--- config.mk ---
export PLATFORM = sky130hd
export DESIGN_NAME = psbrc_top
export DESIGN_NICKNAME = d
export VERILOG_FILES = /design/src/psbrc_pkg.sv /design/src/psbrc_top.sv
export SDC_FILE = /design/constraint.sdc
export NUM_CORES = 1
export LEC_CHECK = 0
export BUFFER_PORTS_ARGS = -buffer_cell sky130_fd_sc_hd__buf_2
export CORE_MARGIN = 4
export CORE_UTILIZATION = 53
export CTS_CLUSTER_DIAMETER = 200
export DETAILED_ROUTE_END_ITERATION = 12
export GPL_TIMING_DRIVEN = 0
export PLACE_DENSITY = 0.7
export SLEW_MARGIN = 25
export SYNTH_ARGS = -nofsm -noshare
export SYNTH_HDL_FRONTEND = slang
export SYNTH_SLANG_ARGS = --single-unit
--- constraint.sdc ---
create_clock -name i_ref_clk -period 3.6 [get_ports i_ref_clk]
set_input_delay 0.18 -clock i_ref_clk [delete_from_list [all_inputs] [get_ports i_ref_clk]]
set_output_delay 0.18 -clock i_ref_clk [all_outputs]
set_load 0.01 [all_outputs]
--- src/psbrc_pkg.sv ---
// Constants and types for the power sequence and boot reset controller
// Function
// - Resources no sequence touches stay off; software writes them only after sequencing.
// - Each set step carries its own wait before the next step; branch steps do not wait.
// - Processor reset released after start-up once oscillator or bypassed slow clock stable.
// - Gate bypass bit releases processor reset without any clock present.
// - Hold-pin mode: on request starts power-up; reset released in active state.
// - Hold-pin mode: shut down 8 s after active unless hold pin high.
// - Hold-pin mode: hold pin returning low is an off request.
// - Keep-on mode: keep-on bit set at power-up end; active until cleared.
// - Automatic set optional; disabled means hold-pin behaviour using the bit.
// - Each sequence is a stored list of resource register writes.
// - Statically loaded voltage settings stay writable by software; sequence steps write only resource bits.
// - Config set strap 0 selects set 0, 1 selects set 1.
// - Straps 00 give sequence A, 01 sequence B, 1x sequence C.
// - Normal and forced voltage fields load together from one stored value.
// - Sequence steps may branch on either strap value.
// - Level 0 reset clears every register class.
// - Level 1 reset runs off sequence, resets all but power-on class.
// - Level 2 reset runs off sequence, resets only switch-off class.
// - Voltage and resource registers are switch-off class; control register resets at level 0 and 1 only; status registers power-on class.
// - Shutdown only when neither hold pin nor keep-on bit keeps device active.
`default_nettype none
package psbrc_pkg;
   // ==========================================================
   // Timing
   localparam int unsigned CLK_HZ        = 40_000_000;
   localparam int unsigned SLOW_HZ       = 32_768;
   localparam int unsigned TICK_DIV      = CLK_HZ / SLOW_HZ;
   localparam int unsigned HOLD_WINDOW_S = 8;
   localparam int unsigned HOLD_CYCLES   = HOLD_WINDOW_S * CLK_HZ;
   localparam int unsigned WIN_W         = 29;
   localparam int unsigned TICK_W        = 11;

   // ==========================================================
   // Register byte offsets
   localparam logic [7:0] DEVICE_CONTROL_REG_OFS  = 8'h00;
   localparam logic [7:0] STATUS_REG_OFS          = 8'h04;
   localparam logic [7:0] RESOURCE_REG_OFS        = 8'h08;
   localparam logic [7:0] SWITCHER_VOLTAGE_OFS    = 8'h0C;
   localparam logic [7:0] SWITCHER_FORCED_OFS     = 8'h10;
   localparam logic [7:0] SWITCHOFF_STATUS_OFS    = 8'h14;
   localparam logic [7:0] PROG_BASE_OFS           = 8'h80;

   // ==========================================================
   // Device control fields and reset values
   localparam int unsigned CTL_KEEP_ON     = 0;
   localparam int unsigned CTL_AUTO_MODE   = 1;
   localparam int unsigned CTL_AUTO_SET    = 2;
   localparam int unsigned CTL_GATE_BYPASS = 3;
   localparam int unsigned CTL_OSC_BYPASS  = 4;
   localparam int unsigned CTL_OFF_HARDWARE_RESET_LEVEL   = 5;
   localparam int unsigned CTL_W           = 6;
   localparam logic [5:0]  CTL_RST         = 6'h06;
   localparam logic [7:0]  RES_RST         = 8'h00;
   localparam logic [1:0]  LVL_POR         = 2'h0;
   localparam logic [1:0]  LVL_HW          = 2'h1;
   localparam logic [1:0]  LVL_SWO         = 2'h2;

   // ==========================================================
   // Sequence store: 4 sequences of 8 steps
   localparam logic [1:0] SEQ_A   = 2'h0;
   localparam logic [1:0] SEQ_B   = 2'h1;
   localparam logic [1:0] SEQ_C   = 2'h2;
   localparam logic [1:0] SEQ_OFF = 2'h3;
   localparam int unsigned PROG_DEPTH = 32;
   localparam logic [1:0] OP_SET    = 2'h0;
   localparam logic [1:0] OP_BRANCH = 2'h1;
   localparam logic [1:0] OP_END    = 2'h2;

   typedef enum logic [2:0] {
      ST_BOOT, ST_OFF, ST_UP, ST_WAIT_CLK, ST_ACTIVE, ST_DOWN
   } psbrc_state_t;

   // Step: op, target (resource or jump), value, strap choice, delay
   typedef struct packed {
      logic [1:0] op;
      logic [3:0] arg;
      logic       val;
      logic       strap_sel;
      logic [7:0] delay;
   } psbrc_step_t;

   typedef struct packed {
      logic        cyc;
      logic        stb;
      logic        we;
      logic [7:0]  adr;
      logic [3:0]  sel;
      logic [31:0] dat;
   } psbrc_wb_req_t;

   typedef struct packed {
      logic        ack;
      logic [31:0] dat;
   } psbrc_wb_rsp_t;

   // Pin synchroniser order
   localparam int unsigned PIN_HOLD = 0;
   localparam int unsigned PIN_BTN  = 1;
   localparam int unsigned PIN_CFG  = 2;
   localparam int unsigned PIN_SEL  = 3;
   localparam int unsigned PIN_OSC  = 4;
   localparam int unsigned PIN_EXT  = 5;
   localparam int unsigned NPIN     = 6;
endpackage
`default_nettype wire

--- src/psbrc_top.sv ---
// Power sequencer, power-on acknowledge and reset level controller
`timescale 1ns/10ps
`default_nettype none
module psbrc_top #(
   parameter int unsigned HOLD_CYCLES = psbrc_pkg::HOLD_CYCLES,
   parameter logic [6:0]  VOLTAGE_SELECT_FIELD_SET0   = 7'h20,
   parameter logic [6:0]  VOLTAGE_SELECT_FIELD_SET1   = 7'h30
) (
   // Clock and reset
   input  wire logic                     i_ref_clk,
   input  wire logic                     i_rstn,
   // Wishbone slave
   input  wire psbrc_pkg::psbrc_wb_req_t i_wb,
   output var  psbrc_pkg::psbrc_wb_rsp_t o_wb,
   // Pins
   input  wire logic                     i_hold_on_pin,
   input  wire logic                     i_power_button_pin,
   input  wire logic                     i_config_set_strap,
   input  wire logic                     i_sequence_select_strap,
   input  wire logic                     i_osc_stable,
   input  wire logic                     i_ext_clk_stable,
   // Outputs
   output logic [7:0]                    o_resource_en,
   output logic                          o_proc_reset_n,
   output logic                          o_seq_busy
);

   // ==========================================================
   // State
   typedef struct packed {
      psbrc_pkg::psbrc_state_t           st;
      logic [3:0]                        pc;
      logic [1:0]                        seq;
      logic [7:0]                        dly;
      logic [psbrc_pkg::TICK_W-1:0]      tick;
      logic [psbrc_pkg::WIN_W-1:0]       win;
      logic                              grace_done;
      logic                              was_on;
      logic                              lvl_hw;
      logic [psbrc_pkg::NPIN-1:0]        m1;
      logic [psbrc_pkg::NPIN-1:0]        m2;
      logic                              hold_d;
      logic                              btn_d;
      logic                              cfg_set;
      logic                              seq_sel;
      logic [psbrc_pkg::CTL_W-1:0]       ctl;
      logic [7:0]                        res;
      logic [6:0]                        voltage_select_field;
      logic [6:0]                        fvsel;
      logic [1:0]                        last_lvl;
      logic                              proc_rstn;
      logic                              ack;
      logic [31:0]                       rdat;
   } psbrc_regs_t;

   psbrc_regs_t s_reg;
   psbrc_regs_t s_next;
   logic [15:0] prog_mem [psbrc_pkg::PROG_DEPTH];

   logic                       wb_req;
   logic                       wb_wr;
   logic                       prog_hit;
   logic [4:0]                 prog_idx;
   psbrc_pkg::psbrc_step_t     step;
   logic                       tick_en;
   logic                       clk_ok;
   logic                       on_any;
   logic [31:0]                prog_wv;

   function automatic logic [31:0] wmask(input logic [31:0] old,
                                         input logic [31:0] d,
                                         input logic [3:0]  sel);
      logic [31:0] r;
      r = old;
      for (int i = 0; i < 4; i++) begin
         if (sel[i]) begin
            r[i*8 +: 8] = d[i*8 +: 8];
         end
      end
      return r;
   endfunction

   // ==========================================================
   // Bus decode
   assign wb_req   = i_wb.cyc & i_wb.stb;
   // Writes take effect at the edge where ack is seen high
   assign wb_wr    = wb_req & i_wb.we & s_reg.ack;
   assign prog_hit = (i_wb.adr >= psbrc_pkg::PROG_BASE_OFS);
   assign prog_idx = i_wb.adr[6:2];
   assign prog_wv  = wmask({16'h0000, prog_mem[prog_idx]}, i_wb.dat,
                           i_wb.sel);

   assign step     = psbrc_pkg::psbrc_step_t'(prog_mem[{s_reg.seq,
                                                       s_reg.pc[2:0]}]);
   assign tick_en  = (s_reg.tick == psbrc_pkg::TICK_W'(
                         psbrc_pkg::TICK_DIV - 1));
   assign clk_ok = s_reg.ctl[psbrc_pkg::CTL_GATE_BYPASS]
      | (s_reg.m2[psbrc_pkg::PIN_OSC]
         & ~s_reg.ctl[psbrc_pkg::CTL_OSC_BYPASS])
      | (s_reg.m2[psbrc_pkg::PIN_EXT]
         & s_reg.ctl[psbrc_pkg::CTL_OSC_BYPASS]);
   assign on_any = s_reg.m2[psbrc_pkg::PIN_HOLD]
                 | s_reg.ctl[psbrc_pkg::CTL_KEEP_ON];

   // ==========================================================
   // Next state
   always_comb begin
      logic [31:0] wv;
      logic        off_req;
      logic        on_req;
      wv      = wmask(32'h0000_0000, i_wb.dat, i_wb.sel);
      off_req = 1'b0;
      on_req  = 1'b0;
      s_next  = s_reg;

      // Pin synchronisers
      s_next.m1 = {i_ext_clk_stable, i_osc_stable, i_sequence_select_strap,
                   i_config_set_strap, i_power_button_pin, i_hold_on_pin};
      s_next.m2     = s_reg.m1;
      s_next.hold_d = s_reg.m2[psbrc_pkg::PIN_HOLD];
      s_next.btn_d  = s_reg.m2[psbrc_pkg::PIN_BTN];
      on_req = (s_reg.m2[psbrc_pkg::PIN_BTN] & ~s_reg.btn_d)
             | (s_reg.m2[psbrc_pkg::PIN_HOLD] & ~s_reg.hold_d);

      // Slow tick divider
      s_next.tick = tick_en ? '0 : s_reg.tick + 1'b1;

      // Bus answer and read mux
      s_next.ack = wb_req & ~s_reg.ack;
      s_next.rdat = 32'h0000_0000;
      if (prog_hit) begin
         s_next.rdat = {16'h0000, prog_mem[prog_idx]};
      end else begin
         case (i_wb.adr)
            psbrc_pkg::DEVICE_CONTROL_REG_OFS:
               s_next.rdat = {26'h0, s_reg.ctl};
            psbrc_pkg::STATUS_REG_OFS:
               s_next.rdat = {24'h0, s_reg.seq_sel, s_reg.cfg_set,
                              s_reg.proc_rstn, o_seq_busy,
                              1'b0, 3'(s_reg.st)};
            psbrc_pkg::RESOURCE_REG_OFS:
               s_next.rdat = {24'h0, s_reg.res};
            psbrc_pkg::SWITCHER_VOLTAGE_OFS:
               s_next.rdat = {25'h0, s_reg.voltage_select_field};
            psbrc_pkg::SWITCHER_FORCED_OFS:
               s_next.rdat = {25'h0, s_reg.fvsel};
            psbrc_pkg::SWITCHOFF_STATUS_OFS:
               s_next.rdat = {30'h0, s_reg.last_lvl};
            default:
               s_next.rdat = 32'h0000_0000;
         endcase
      end

      // Software register writes
      if (wb_wr && !prog_hit) begin
         case (i_wb.adr)
            psbrc_pkg::DEVICE_CONTROL_REG_OFS: begin
               if (i_wb.sel[0]) begin
                  s_next.ctl = wv[psbrc_pkg::CTL_W-1:0];
               end
            end
            psbrc_pkg::RESOURCE_REG_OFS: begin
               // software only once sequencing is over
               if (i_wb.sel[0] && s_reg.st == psbrc_pkg::ST_ACTIVE) begin
                  s_next.res = wv[7:0];
               end
            end
            psbrc_pkg::SWITCHER_VOLTAGE_OFS: begin
               if (i_wb.sel[0]) begin
                  s_next.voltage_select_field = wv[6:0];
               end
            end
            psbrc_pkg::SWITCHER_FORCED_OFS: begin
               if (i_wb.sel[0]) begin
                  s_next.fvsel = wv[6:0];
               end
            end
            default: begin
            end
         endcase
      end

      // ==========================================================
      // Sequencer
      case (s_reg.st)
         psbrc_pkg::ST_BOOT: begin
            s_next.cfg_set = s_reg.m2[psbrc_pkg::PIN_CFG];
            s_next.seq_sel = s_reg.m2[psbrc_pkg::PIN_SEL];
            s_next.voltage_select_field  = s_reg.m2[psbrc_pkg::PIN_CFG] ? VOLTAGE_SELECT_FIELD_SET1
                                                        : VOLTAGE_SELECT_FIELD_SET0;
            s_next.fvsel = s_reg.m2[psbrc_pkg::PIN_CFG] ? VOLTAGE_SELECT_FIELD_SET1
                                                        : VOLTAGE_SELECT_FIELD_SET0;
            s_next.st = psbrc_pkg::ST_OFF;
         end
         psbrc_pkg::ST_OFF: begin
            if (on_req) begin
               if (s_reg.cfg_set) begin
                  s_next.seq = psbrc_pkg::SEQ_C;
               end else if (s_reg.seq_sel) begin
                  s_next.seq = psbrc_pkg::SEQ_B;
               end else begin
                  s_next.seq = psbrc_pkg::SEQ_A;
               end
               s_next.pc  = 4'h0;
               s_next.dly = 8'h00;
               s_next.st  = psbrc_pkg::ST_UP;
            end
         end
         psbrc_pkg::ST_UP,
         psbrc_pkg::ST_DOWN: begin
            if (s_reg.dly != 8'h00) begin
               if (tick_en) begin
                  s_next.dly = s_reg.dly - 1'b1;
               end
            end else if (s_reg.pc[3] || step.op == psbrc_pkg::OP_END
                         || step.op == 2'h3) begin
               s_next.pc = 4'h0;
               if (s_reg.st == psbrc_pkg::ST_UP) begin
                  // keep-on bit set at power-up end
                  if (s_reg.ctl[psbrc_pkg::CTL_AUTO_MODE]
                      && s_reg.ctl[psbrc_pkg::CTL_AUTO_SET]) begin
                     s_next.ctl[psbrc_pkg::CTL_KEEP_ON] = 1'b1;
                  end
                  s_next.st = psbrc_pkg::ST_WAIT_CLK;
               end else begin
                  s_next.res   = psbrc_pkg::RES_RST;
                  s_next.voltage_select_field  = s_reg.cfg_set ? VOLTAGE_SELECT_FIELD_SET1 : VOLTAGE_SELECT_FIELD_SET0;
                  s_next.fvsel = s_reg.cfg_set ? VOLTAGE_SELECT_FIELD_SET1 : VOLTAGE_SELECT_FIELD_SET0;
                  s_next.last_lvl = psbrc_pkg::LVL_SWO;
                  if (s_reg.lvl_hw) begin
                     s_next.ctl      = psbrc_pkg::CTL_RST;
                     s_next.last_lvl = psbrc_pkg::LVL_HW;
                  end
                  s_next.st = psbrc_pkg::ST_OFF;
               end
            end else if (step.op == psbrc_pkg::OP_SET) begin
               s_next.res[step.arg[2:0]] = step.val;
               s_next.dly = step.delay;
               s_next.pc  = s_reg.pc + 1'b1;
            end else begin
               if ((step.strap_sel ? s_reg.seq_sel : s_reg.cfg_set)
                   == step.val) begin
                  s_next.pc = {1'b0, step.arg[2:0]};
               end else begin
                  s_next.pc = s_reg.pc + 1'b1;
               end
            end
         end
         psbrc_pkg::ST_WAIT_CLK: begin
            // release with a ready clock or with the gate bypass bit set
            if (clk_ok) begin
               s_next.proc_rstn  = 1'b1;
               s_next.win        = '0;
               s_next.grace_done = 1'b0;
               s_next.was_on     = 1'b0;
               s_next.st         = psbrc_pkg::ST_ACTIVE;
            end
         end
         psbrc_pkg::ST_ACTIVE: begin
            if (!s_reg.grace_done) begin
               if (s_reg.win == psbrc_pkg::WIN_W'(HOLD_CYCLES - 1)) begin
                  s_next.grace_done = 1'b1;
               end else begin
                  s_next.win = s_reg.win + 1'b1;
               end
            end
            if (on_any) begin
               s_next.was_on = 1'b1;
            end
            // hold low after high is off
            // only when no on source remains
            off_req = ~on_any & (s_reg.grace_done | s_reg.was_on);
            if (off_req) begin
               s_next.proc_rstn = 1'b0;
               s_next.lvl_hw    = s_reg.ctl[psbrc_pkg::CTL_OFF_HARDWARE_RESET_LEVEL];
               s_next.seq       = psbrc_pkg::SEQ_OFF;
               s_next.pc        = 4'h0;
               s_next.dly       = 8'h00;
               s_next.st        = psbrc_pkg::ST_DOWN;
            end
         end
         default: begin
            s_next.st = psbrc_pkg::ST_BOOT;
         end
      endcase
   end

   // ==========================================================
   // Registers
   always_ff @(posedge i_ref_clk) begin
      if (!i_rstn) begin
         s_reg            <= '0;
         s_reg.st         <= psbrc_pkg::ST_BOOT;
         s_reg.ctl        <= psbrc_pkg::CTL_RST;
         s_reg.res        <= psbrc_pkg::RES_RST;
         s_reg.last_lvl   <= psbrc_pkg::LVL_POR;
         // Synchronisers keep sampling so straps are valid at boot
         s_reg.m1         <= s_next.m1;
         s_reg.m2         <= s_next.m2;
      end else begin
         s_reg <= s_next;
      end
   end

   // Sequence store, written over the bus, never reset
   always_ff @(posedge i_ref_clk) begin
      if (wb_wr && prog_hit) begin
         prog_mem[prog_idx] <= prog_wv[15:0];
      end
   end

   // ==========================================================
   // Outputs
   assign o_wb.ack       = s_reg.ack;
   assign o_wb.dat       = s_reg.rdat;
   assign o_resource_en  = s_reg.res;
   // reset high only in active state
   assign o_proc_reset_n = s_reg.proc_rstn;
   assign o_seq_busy     = (s_reg.st == psbrc_pkg::ST_UP)
                         | (s_reg.st == psbrc_pkg::ST_DOWN);

endmodule // psbrc_top
`default_nettype wire

======== Word level (Yosys, flattened, before mapping) ========
Memory sizes are Yosys's and may differ from the RTL's.
Index checks and enable logic that the tools add are counted.
operators by class
  $lt $le $gt $ge ......................... 3
  mux-type cells .......................... 63
  equality and inequality tests ........... 26
  add/sub/neg operators ................... 4
  reduce and logical (&&, ||, !) cells .... 28
  bitwise logic cells ..................... 23
operator list
  operator                                        number
  2-to-1 mux 8 bit                                11
  one-hot mux 31 bit (2 select lines)             1
  2-to-1 mux 30 bit                               2
  one-hot mux 8 bit (6 select lines)              1
  2-to-1 mux 7 bit                                5
  2-to-1 mux 17 bit                               2
  2-to-1 mux 16 bit                               2
  2-to-1 mux 31 bit                               1
  adder 29 x 1 -> 29 bit (second input constant)  1
  == test 29 bit (second input constant)          1
  2-to-1 mux 29 bit                               1
  2-to-1 mux 28 bit                               1
  one-hot mux 14 bit (2 select lines)             1
  2-to-1 mux 24 bit                               1
  2-to-1 mux 6 bit                                4
  one-hot mux 8 bit (3 select lines)              1
  == test 8 x 4 -> 1 bit (second input constant)  2
  == test 8 x 5 -> 1 bit (second input constant)  2
  2-to-1 mux 5 bit                                3
  one-hot mux 3 bit (5 select lines)              1
  2-to-1 mux 14 bit                               1
  inequality test 2 bit (second input constant)   7
  2-to-1 mux 4 bit                                3
  one-hot mux 4 bit (3 select lines)              1
  40 further kinds                                91
storage, ports and cells
  register bits after elaboration ......... 140
  bits in writable memories ............... 512
  output and inout port bits .............. 43
  memories ................................ 1
  word-level logic and storage cells ...... 172
  input bits .............................. 55
memory list
  name      depth  width  rd ports  clocked after Yosys merged registers in  write ports  line             RTL
  prog_mem  32     16     2         0                                        1            psbrc_top.sv:58  logic [15:0] prog_mem [psbrc_pkg::PROG_DEPTH];

======== Depth between registers and ports, before layout ========
Gate-level depths: netlist of the first run.
  depth after elaboration ................. 10
  depth in mapped cells ................... 12
  gate-level depth less buffers ........... 9

======== Least setup slack after synthesis of the first run ========
OpenSTA, ideal clock, no wires.
  path kind ............................... input to register
  start point ............................. input port i_wb[38] (netlist bit)
  end point ............................... memory prog_mem[0][2], data pin
  stages on the path ...................... 6
  path slack .............................. 0.645 ns
  setup time .............................. 0.307 ns
  buffers on the path ..................... 2
  required time ........................... 3.293 ns
  arrival time ............................ 2.648 ns
  cell sequence ........................... clkbuf_1 -> buf_1 -> mux4_2 -> mux4_2 -> mux2_2 -> mux2_2
RTL lines
  item             line             RTL
  start, declared  psbrc_top.sv:13  input wire psbrc_pkg::psbrc_wb_req_t i_wb,
  end, declared    psbrc_top.sv:58

======== Worst setup path in the final report of the first run ========
  start point ............................. register s_reg[133] (netlist bit)
  end point ............................... register s_reg[127] (netlist bit)
on the way
  longest elaborated chain between the ends .. 6
RTL lines
  item                             line              RTL
  start, declared                  psbrc_top.sv:56   psbrc_regs_t s_reg;
  start signal, assigned           psbrc_top.sv:301  s_reg <= s_next;
  memory (32 x 16 bit) *           n/a
  == test 2 bit                    psbrc_top.sv:215  end else if (s_reg.pc[3] || step.op == psbrc_pkg::OP_END
  logical OR 1 bit                 psbrc_top.sv:215
  logical OR 1 bit                 psbrc_top.sv:216  || step.op == 2'h3) begin
  inequality test 3 bit (no line)  n/a
  AND reduction 6 bit (no line)    n/a
Mark *: on every way between the ends. The rest lies on a longest branch, timed or not. The select of a mux whose other input is x is not followed.
A chain may end at the register's enable or synchronous reset.

==> metrics, run 1 <==
smallest setup slack after layout=just over 0.1 ns; reg-to-reg slack, setup=between 0.1 and 0.15 ns; crit path time final=~3.5 ns; largest family of logic cells by synthesized area=multiplexers; ANT cells=0; MaxCap Viol Count=0; Layout area overhead=16.6%; I/O Pins=between 90 and 100; Startpoint Class=flop; CTS root buf=clkbuf_16; clk_lat worst skew=~0.63 ns; syn_area_per_cell=16.7 um2; XOR/XNOR Fraction of Synth Area=less than 1%; Synth Warn #=0; # setup viols final=0; vias per inst=6.89; #FFs+latches synth=about 640; worst vdd ir=~0.35 mV; initial antenna violation count=0; CP Capture Type=flop; synth unique cells=between 70 and 80; Pre-Repair DR Iteration Count=6; final hold vios=0; global route total overflow=0; CTS tree=yes; area leader, netlist=edfxtp_1; synth top area cells=edfxtp_1 52%, mux4_2 22%, dfxtp_1 8.3%; Num CTS Buffers=70; FF-to-FF path depth=10; Peak Freq=286 MHz; Routed WL=about 93000 um; clk_skew=between 0.03 and 0.04 ns; status=finished, final reports clean; Sinks on Clock Net=about 640; Die Ht=~240 um; max reg flops=between 500 and 600; htree depth=3; hold worst-path end=s_reg[62]; Reg-to-Reg End=s_reg[127]; FP Rows=86; Async SR Flop Fraction=0%; crit-path max FO=10; area share of the largest cell type after synthesis=between 50% and 60%; number of global-route vias before repair=19100; number of enable flip-flop cells after synthesis=between 500 and 600; die width=~240 um; Hold Crit Class=primary input to flop; Slew @ Worst Pin=around 1.2 ns; total power=17.7 mW; Port Buffers=60; main flop type after synthesis=edfxtp_1; Core Box Area=0.0553 mm2; HP Start=i_wb[4]; post-synthesis mux area share=26.1%; Bufs on Longest Clock Path=3; DRT antenna net count=0; relative slew slack=22.7%; routed length per instance=between 30 and 40 um; GPL Wtd Cong=between 0.9 and 1; First DRT Iteration DRCs=3047; CP Class=flop to flop; Hold Path Stages=3; RSZ-0062 raised after global routing=yes; pwr/cell area=511 mW/mm2; layout cells sized above 1=about a third; initial core utilization=between 50% and 60%; Final HPWL DP=61500 um; period utilisation layout=just under 100%; post-synthesis compound-gate area fraction=3.90%; worst flop-to-flop path startpoint=s_reg[133]; Post-route DRC=0; fin. max-slew vios=0; Post-Synth Adder-Cell Area=less than 1%; Final #Nets=2036; largest net degree at the start of global routing=33; Lkg Pwr=11.1 nW; critical path arrival=roughly 4 ns; Clock transition at path regs=~0.06 ns; Die ar.=between 0.05 and 0.06 mm2; dpl ws=-1.05 ns; Final Core Density=about 63%; Global Route Usage Sum=roughly 31%; sequential fraction of the synthesis area=~60%; first-pass GRT wire length=about 130000 um; vias=approximately 19000; post-synthesis simple-gate area fraction=6.16%; Critical Path RT=just over 4 ns; Setup crit start=s_reg[133]; Synth Cell Area=approximately 0.03 mm2; Cells after Synth=roughly 1800
## worst max path at each step
stage / slack [ns] / depth (start not counted) / endpoint
after floorplan: 0.64 / 6 / prog_mem[0][2]
final: 0.10 / 10 / s_reg[127]
after CTS: 0.03 / 11 / s_reg[126]
after global routing: 0.002 / 10 / o_resource_en[3]
after detailed placement: -1.05 / 8 / prog_mem[23][10]
after global placement: -2.10 / 7 / prog_mem[27][9]
## metrics by stage
stage                     instance area (um2)  hold slack (ns)  instances  TNS (ns)
final                                   34700           0.0811       2782         0
after global routing                    34700           0.0760       2782         0
after CTS                               34600           0.0299       2781         0
after detailed placement                32100            0.286       2631   -216.63
after global placement                  31000            0.285       2599   -877.94
after floorplan                         29800            0.208       1791         0
## timing repair
action,in CTS,in global routing
hold buffers,14,0
endpoints found under the hold margin,20,0
gates resized for setup,12,10
buffers inserted,9,1
pin swaps,3,0
setup endpoints to repair,134,16
cloned,0,0
## cell usage after synthesis, types with 10 or more instances
library cell / count
clkbuf_1: 35
a211oi_1: 18
inv_1: 16
a21oi_1: 35
nand3_1: 42
buf_4: 53
xor2_1: 14
buf_1: 27
a31oi_1: 12
edfxtp_1: 512
o21ai_1: 12
mux2i_1: 50
nor3_1: 20
o21ai_0: 30
a22oi_1: 10
buf_2: 26
mux2_2: 50
dfxtp_1: 124
nor2_1: 133
and3_1: 12
nand4_1: 11
nor2b_1: 28
nand2_1: 78
mux4_2: 295
## cell families (layout without fill, tap and decap cells)
| family | after synthesis | in the layout |
|---|---|---|
| flops | 636 | 636 |
| mux | 398 | 398 |
| simple gates | 375 | 375 |
| compound gates | 173 | 173 |
| buf+inv | 166 | 409 |
| xor+xnor | 23 | 23 |
| fa+ha+maj | 4 | 4 |
| other cells | 1 | 16 |
## cell usage in the layout (no fill, tap or decap), types with 6 or more instances in the layout
| cell | count |
|---|---|
| a211oi_1 | 18 |
| a21oi_1 | 34 |
| a22oi_1 | 10 |
| a31oi_1 | 12 |
| and3_1 | 12 |
| buf_1 | 11 |
| buf_12 | 9 |
| buf_16 | 27 |
| buf_2 | 86 |
| buf_4 | 62 |
| buf_6 | 8 |
| clkbuf_1 | 59 |
| clkbuf_16 | 76 |
| clkinv_1 | 15 |
| clkinv_2 | 9 |
| conb_1 | 16 |
| dfxtp_1 | 124 |
| dlygate4sd3_1 | 14 |
| edfxtp_1 | 512 |
| inv_1 | 16 |
| mux2_2 | 50 |
| mux2i_1 | 48 |
| mux4_2 | 295 |
| nand2_1 | 78 |
| nand3_1 | 41 |
| nand4_1 | 11 |
| nor2_1 | 101 |
| nor2_4 | 32 |
| nor2b_1 | 28 |
| nor3_1 | 19 |
| nor4_1 | 6 |
| o21ai_0 | 30 |
| o21ai_1 | 12 |
| or3_1 | 7 |
| xnor2_1 | 9 |
| xor2_1 | 14 |
## layout make-up
class	instances	area [um2]
Sequential cell	636	17900
Clock buffer	102	2020
Buffer	143	863
Timing Repair Buffer	116	1420
Tap cell	748	936
Fill cell	3912	20600
Clock inverter	27	193
Multi-Input combinational cell	989	11300
Inverter	21	78.8
## where the power goes
group / switching (mW) / internal [mW]
combinational: 1.56 / 0.998
sequential: 0.0784 / 8.13
clock: 2.91 / 4.05
total: 4.55 / 13.2
## critical path, cell delays in order (launching register included)
cell,delay (ns)
dfxtp_1,0.54
buf_6,0.27
buf_6,0.21
buf_4,0.29
buf_4,0.34
mux4_2,0.56
mux4_2,0.50
mux2i_2,0.32
nand2_1,0.11
nand3_1,0.12
o21ai_0,0.09
## routing by layer
metal,vias to the layer above,track usage [%],share of wire (%),routed length [um]
li1,7642,-,-,-
met1,9689,42.7,36,33600
met2,1520,46.1,44,41300
met3,320,9.76,14,13200
met4,0,14.7,5.6,5270
met5,-,0,0,0
Note: power is estimated with default switching activity, not from simulation.
==> run 2: changes to the inputs <==
Settings changed: PLACE_DENSITY 0.7 to 0.75.
==> metrics, run 2 (synthesized netlist as in run 1, its figures left out) <==
status=finished, final reports clean; Num CTS Buffers=about 70; DRT antenna net count=0; initial antenna violation count=1; FP Rows=86; Pre-Repair DR Iteration Count=6; # setup viols final=0; commonest non-fill, non-tap cell in the layout=edfxtp_1; Post-DP Area=approximately 0.032 mm2; Final #Nets=between 2000 and 2500; Routed WL=95600 um; top sig layer=met4; Core Box Area=approximately 0.055 mm2; Die ar.=between 0.05 and 0.06 mm2; first-pass GRT wire length=137000 um; CP peak stage delay=a little over 0.5 ns; die width=245 um; Register Area=around 0.018 mm2; crit-path cells=buf_4 > buf_2 > mux4_2 > mux4_2 > mux2i_4 > inv_2 > nor3_2 > a2111oi_0 > or3_1; number of global-route vias before repair=19700; global route total overflow=0; relative slew slack=a little under a quarter; RSZ-0062 raised after global routing=no; final hold vios=0; clk_skew=roughly 0.035 ns; Critical Path RT=approximately 4.1 ns; CP Capture Type=flop; Hold Worst Slack=between 0.1 and 0.15 ns; initial core utilization=a little over half; Global Route Usage Sum=about a third; Peak Freq=between 200 and 300 MHz; multi-input combinational cell area=~0.011 mm2; Layout area overhead=16.7%; Clock transition at path regs=0.06 ns; CP Class=flop to flop; htree depth=3; MaxCap Viol Count=0; Worst path most repeated cell=mux4_2; largest net degree at the start of global routing=33; Bufs and invs on worst path=3; fin. max-slew vios=0; max reg flops=~510; total power=roughly 18 mW; Final HPWL DP=just over 60000 um; vias=19700; post-route cell area=around 0.035 mm2; crit path time final=roughly 3.5 ns; period utilisation layout=97.7%; First DRT Iteration DRCs=around 3300; Post-route DRC=0; top cell family by delay on the critical path=multiplexers; Detail Route met2 WL=42000 um; critical path arrival=roughly 4 ns; GPL Wtd Cong=between 0.9 and 1; worst vdd ir=roughly 0.38 mV; Startpoint Class=flop; Slew @ Worst Pin=between 1 and 1.5 ns; clk_lat worst skew=between 0.6 and 0.7 ns; Port Buffers=60; CTS root buf=clkbuf_16; Final Core Density=~63%; crit-path max FO=10; routed length per instance=~34 um; fillers=roughly 3800; I/O Pins=~100; Sinks on Clock Net=636; Slowest-stage cell, CP=mux4_2; vias per inst=about 7.1; wl on met1=roughly 32000 um; Hold Crit Class=primary input to flop; CTS tree=yes; DR WL met3=15700 um; Lkg Pwr=between 10 and 15 nW; Die Ht=245 um; commonest non-fill, non-tap cells in the layout=512 x edfxtp_1, 295 x mux4_2, 123 x dfxtp_1; Bufs on Longest Clock Path=3; pwr/cell area=around 520 mW/mm2; layout cells sized above 1=34.6%
run 2: cell count changes in the layout (fill, tap and decap cells not counted), sizes merged, moves of 3 or more:
cell	previous run	this run
clkbuf	143	129
buf	204	198
diode	0	3
bufinv	2	7
inv	21	24
run 2: report_power, final:
group | leakage [nW] | total, mW | switching (mW) | internal, mW
Sequential | 5.61 | 8.21 | 0.0771 | 8.13
Clock | 1.13 | 7.25 | 2.98 | 4.28
Combinational | 4.36 | 2.59 | 1.58 | 1.00
Total | 11.1 | 18.0 | 4.64 | 13.4
run 2: final timing paths:
kind                            startpoint                to  slack (ns)  cells past startpoint
worst max-delay path            s_reg[134]  o_resource_en[0]        0.08                      9
worst min-delay path                i_rstn  o_resource_en[2]        0.14                      4
worst max register to register  s_reg[134]  o_resource_en[0]        0.08                      9
worst min register to register  s_next[69]        s_next[66]        0.33                      0
run 2: metal layers:
metal	global-route usage (%)	vias to the layer above
met3	12.8	420
met2	47.2	1894
met4	16.4	0
li1	-	7616
met5	0	-
met1	41.5	9772
run 2: metrics by stage:
step | worst slack [ns] | cells | TNS (ns)
floorplan | 0.645 | 1791 | 0
global placement | -1.98 | 2599 | -803.02
detailed placement | -0.909 | 2633 | -177.08
CTS | 0.0254 | 2771 | 0
global route | 0.0344 | 2771 | 0
finish | 0.0839 | 2774 | 0
run 2: area by class of cell:
class	instances	share of cell area, %
diodes	3	0.0216
plain buffers	144	2.49
clock buffers	89	5.52
clock inverters	35	1.09
inverters	21	0.227
multi-input cells	989	32.7
flip-flops and latches	636	51.4
well taps	748	2.70
repair buffers	109	3.85
run 2: worst register-to-register path, stage by stage, from the launching register on:
cell and delay [ns]:
dfxtp_1 0.49, buf_4 0.29, buf_2 0.40, mux4_2 0.42, mux4_2 0.51, mux2i_4 0.41
inv_2 0.12, nor3_2 0.24, a2111oi_0 0.17, or3_1 0.37
run 2: repair_timing:
action / in CTS / in global routing
resized for setup: 13 / 12
endpoints found under the setup margin: 128 / 79
setup buffers: 0 / 0
hold buffers: 15 / 0
hold endpoints to repair: 23 / 0
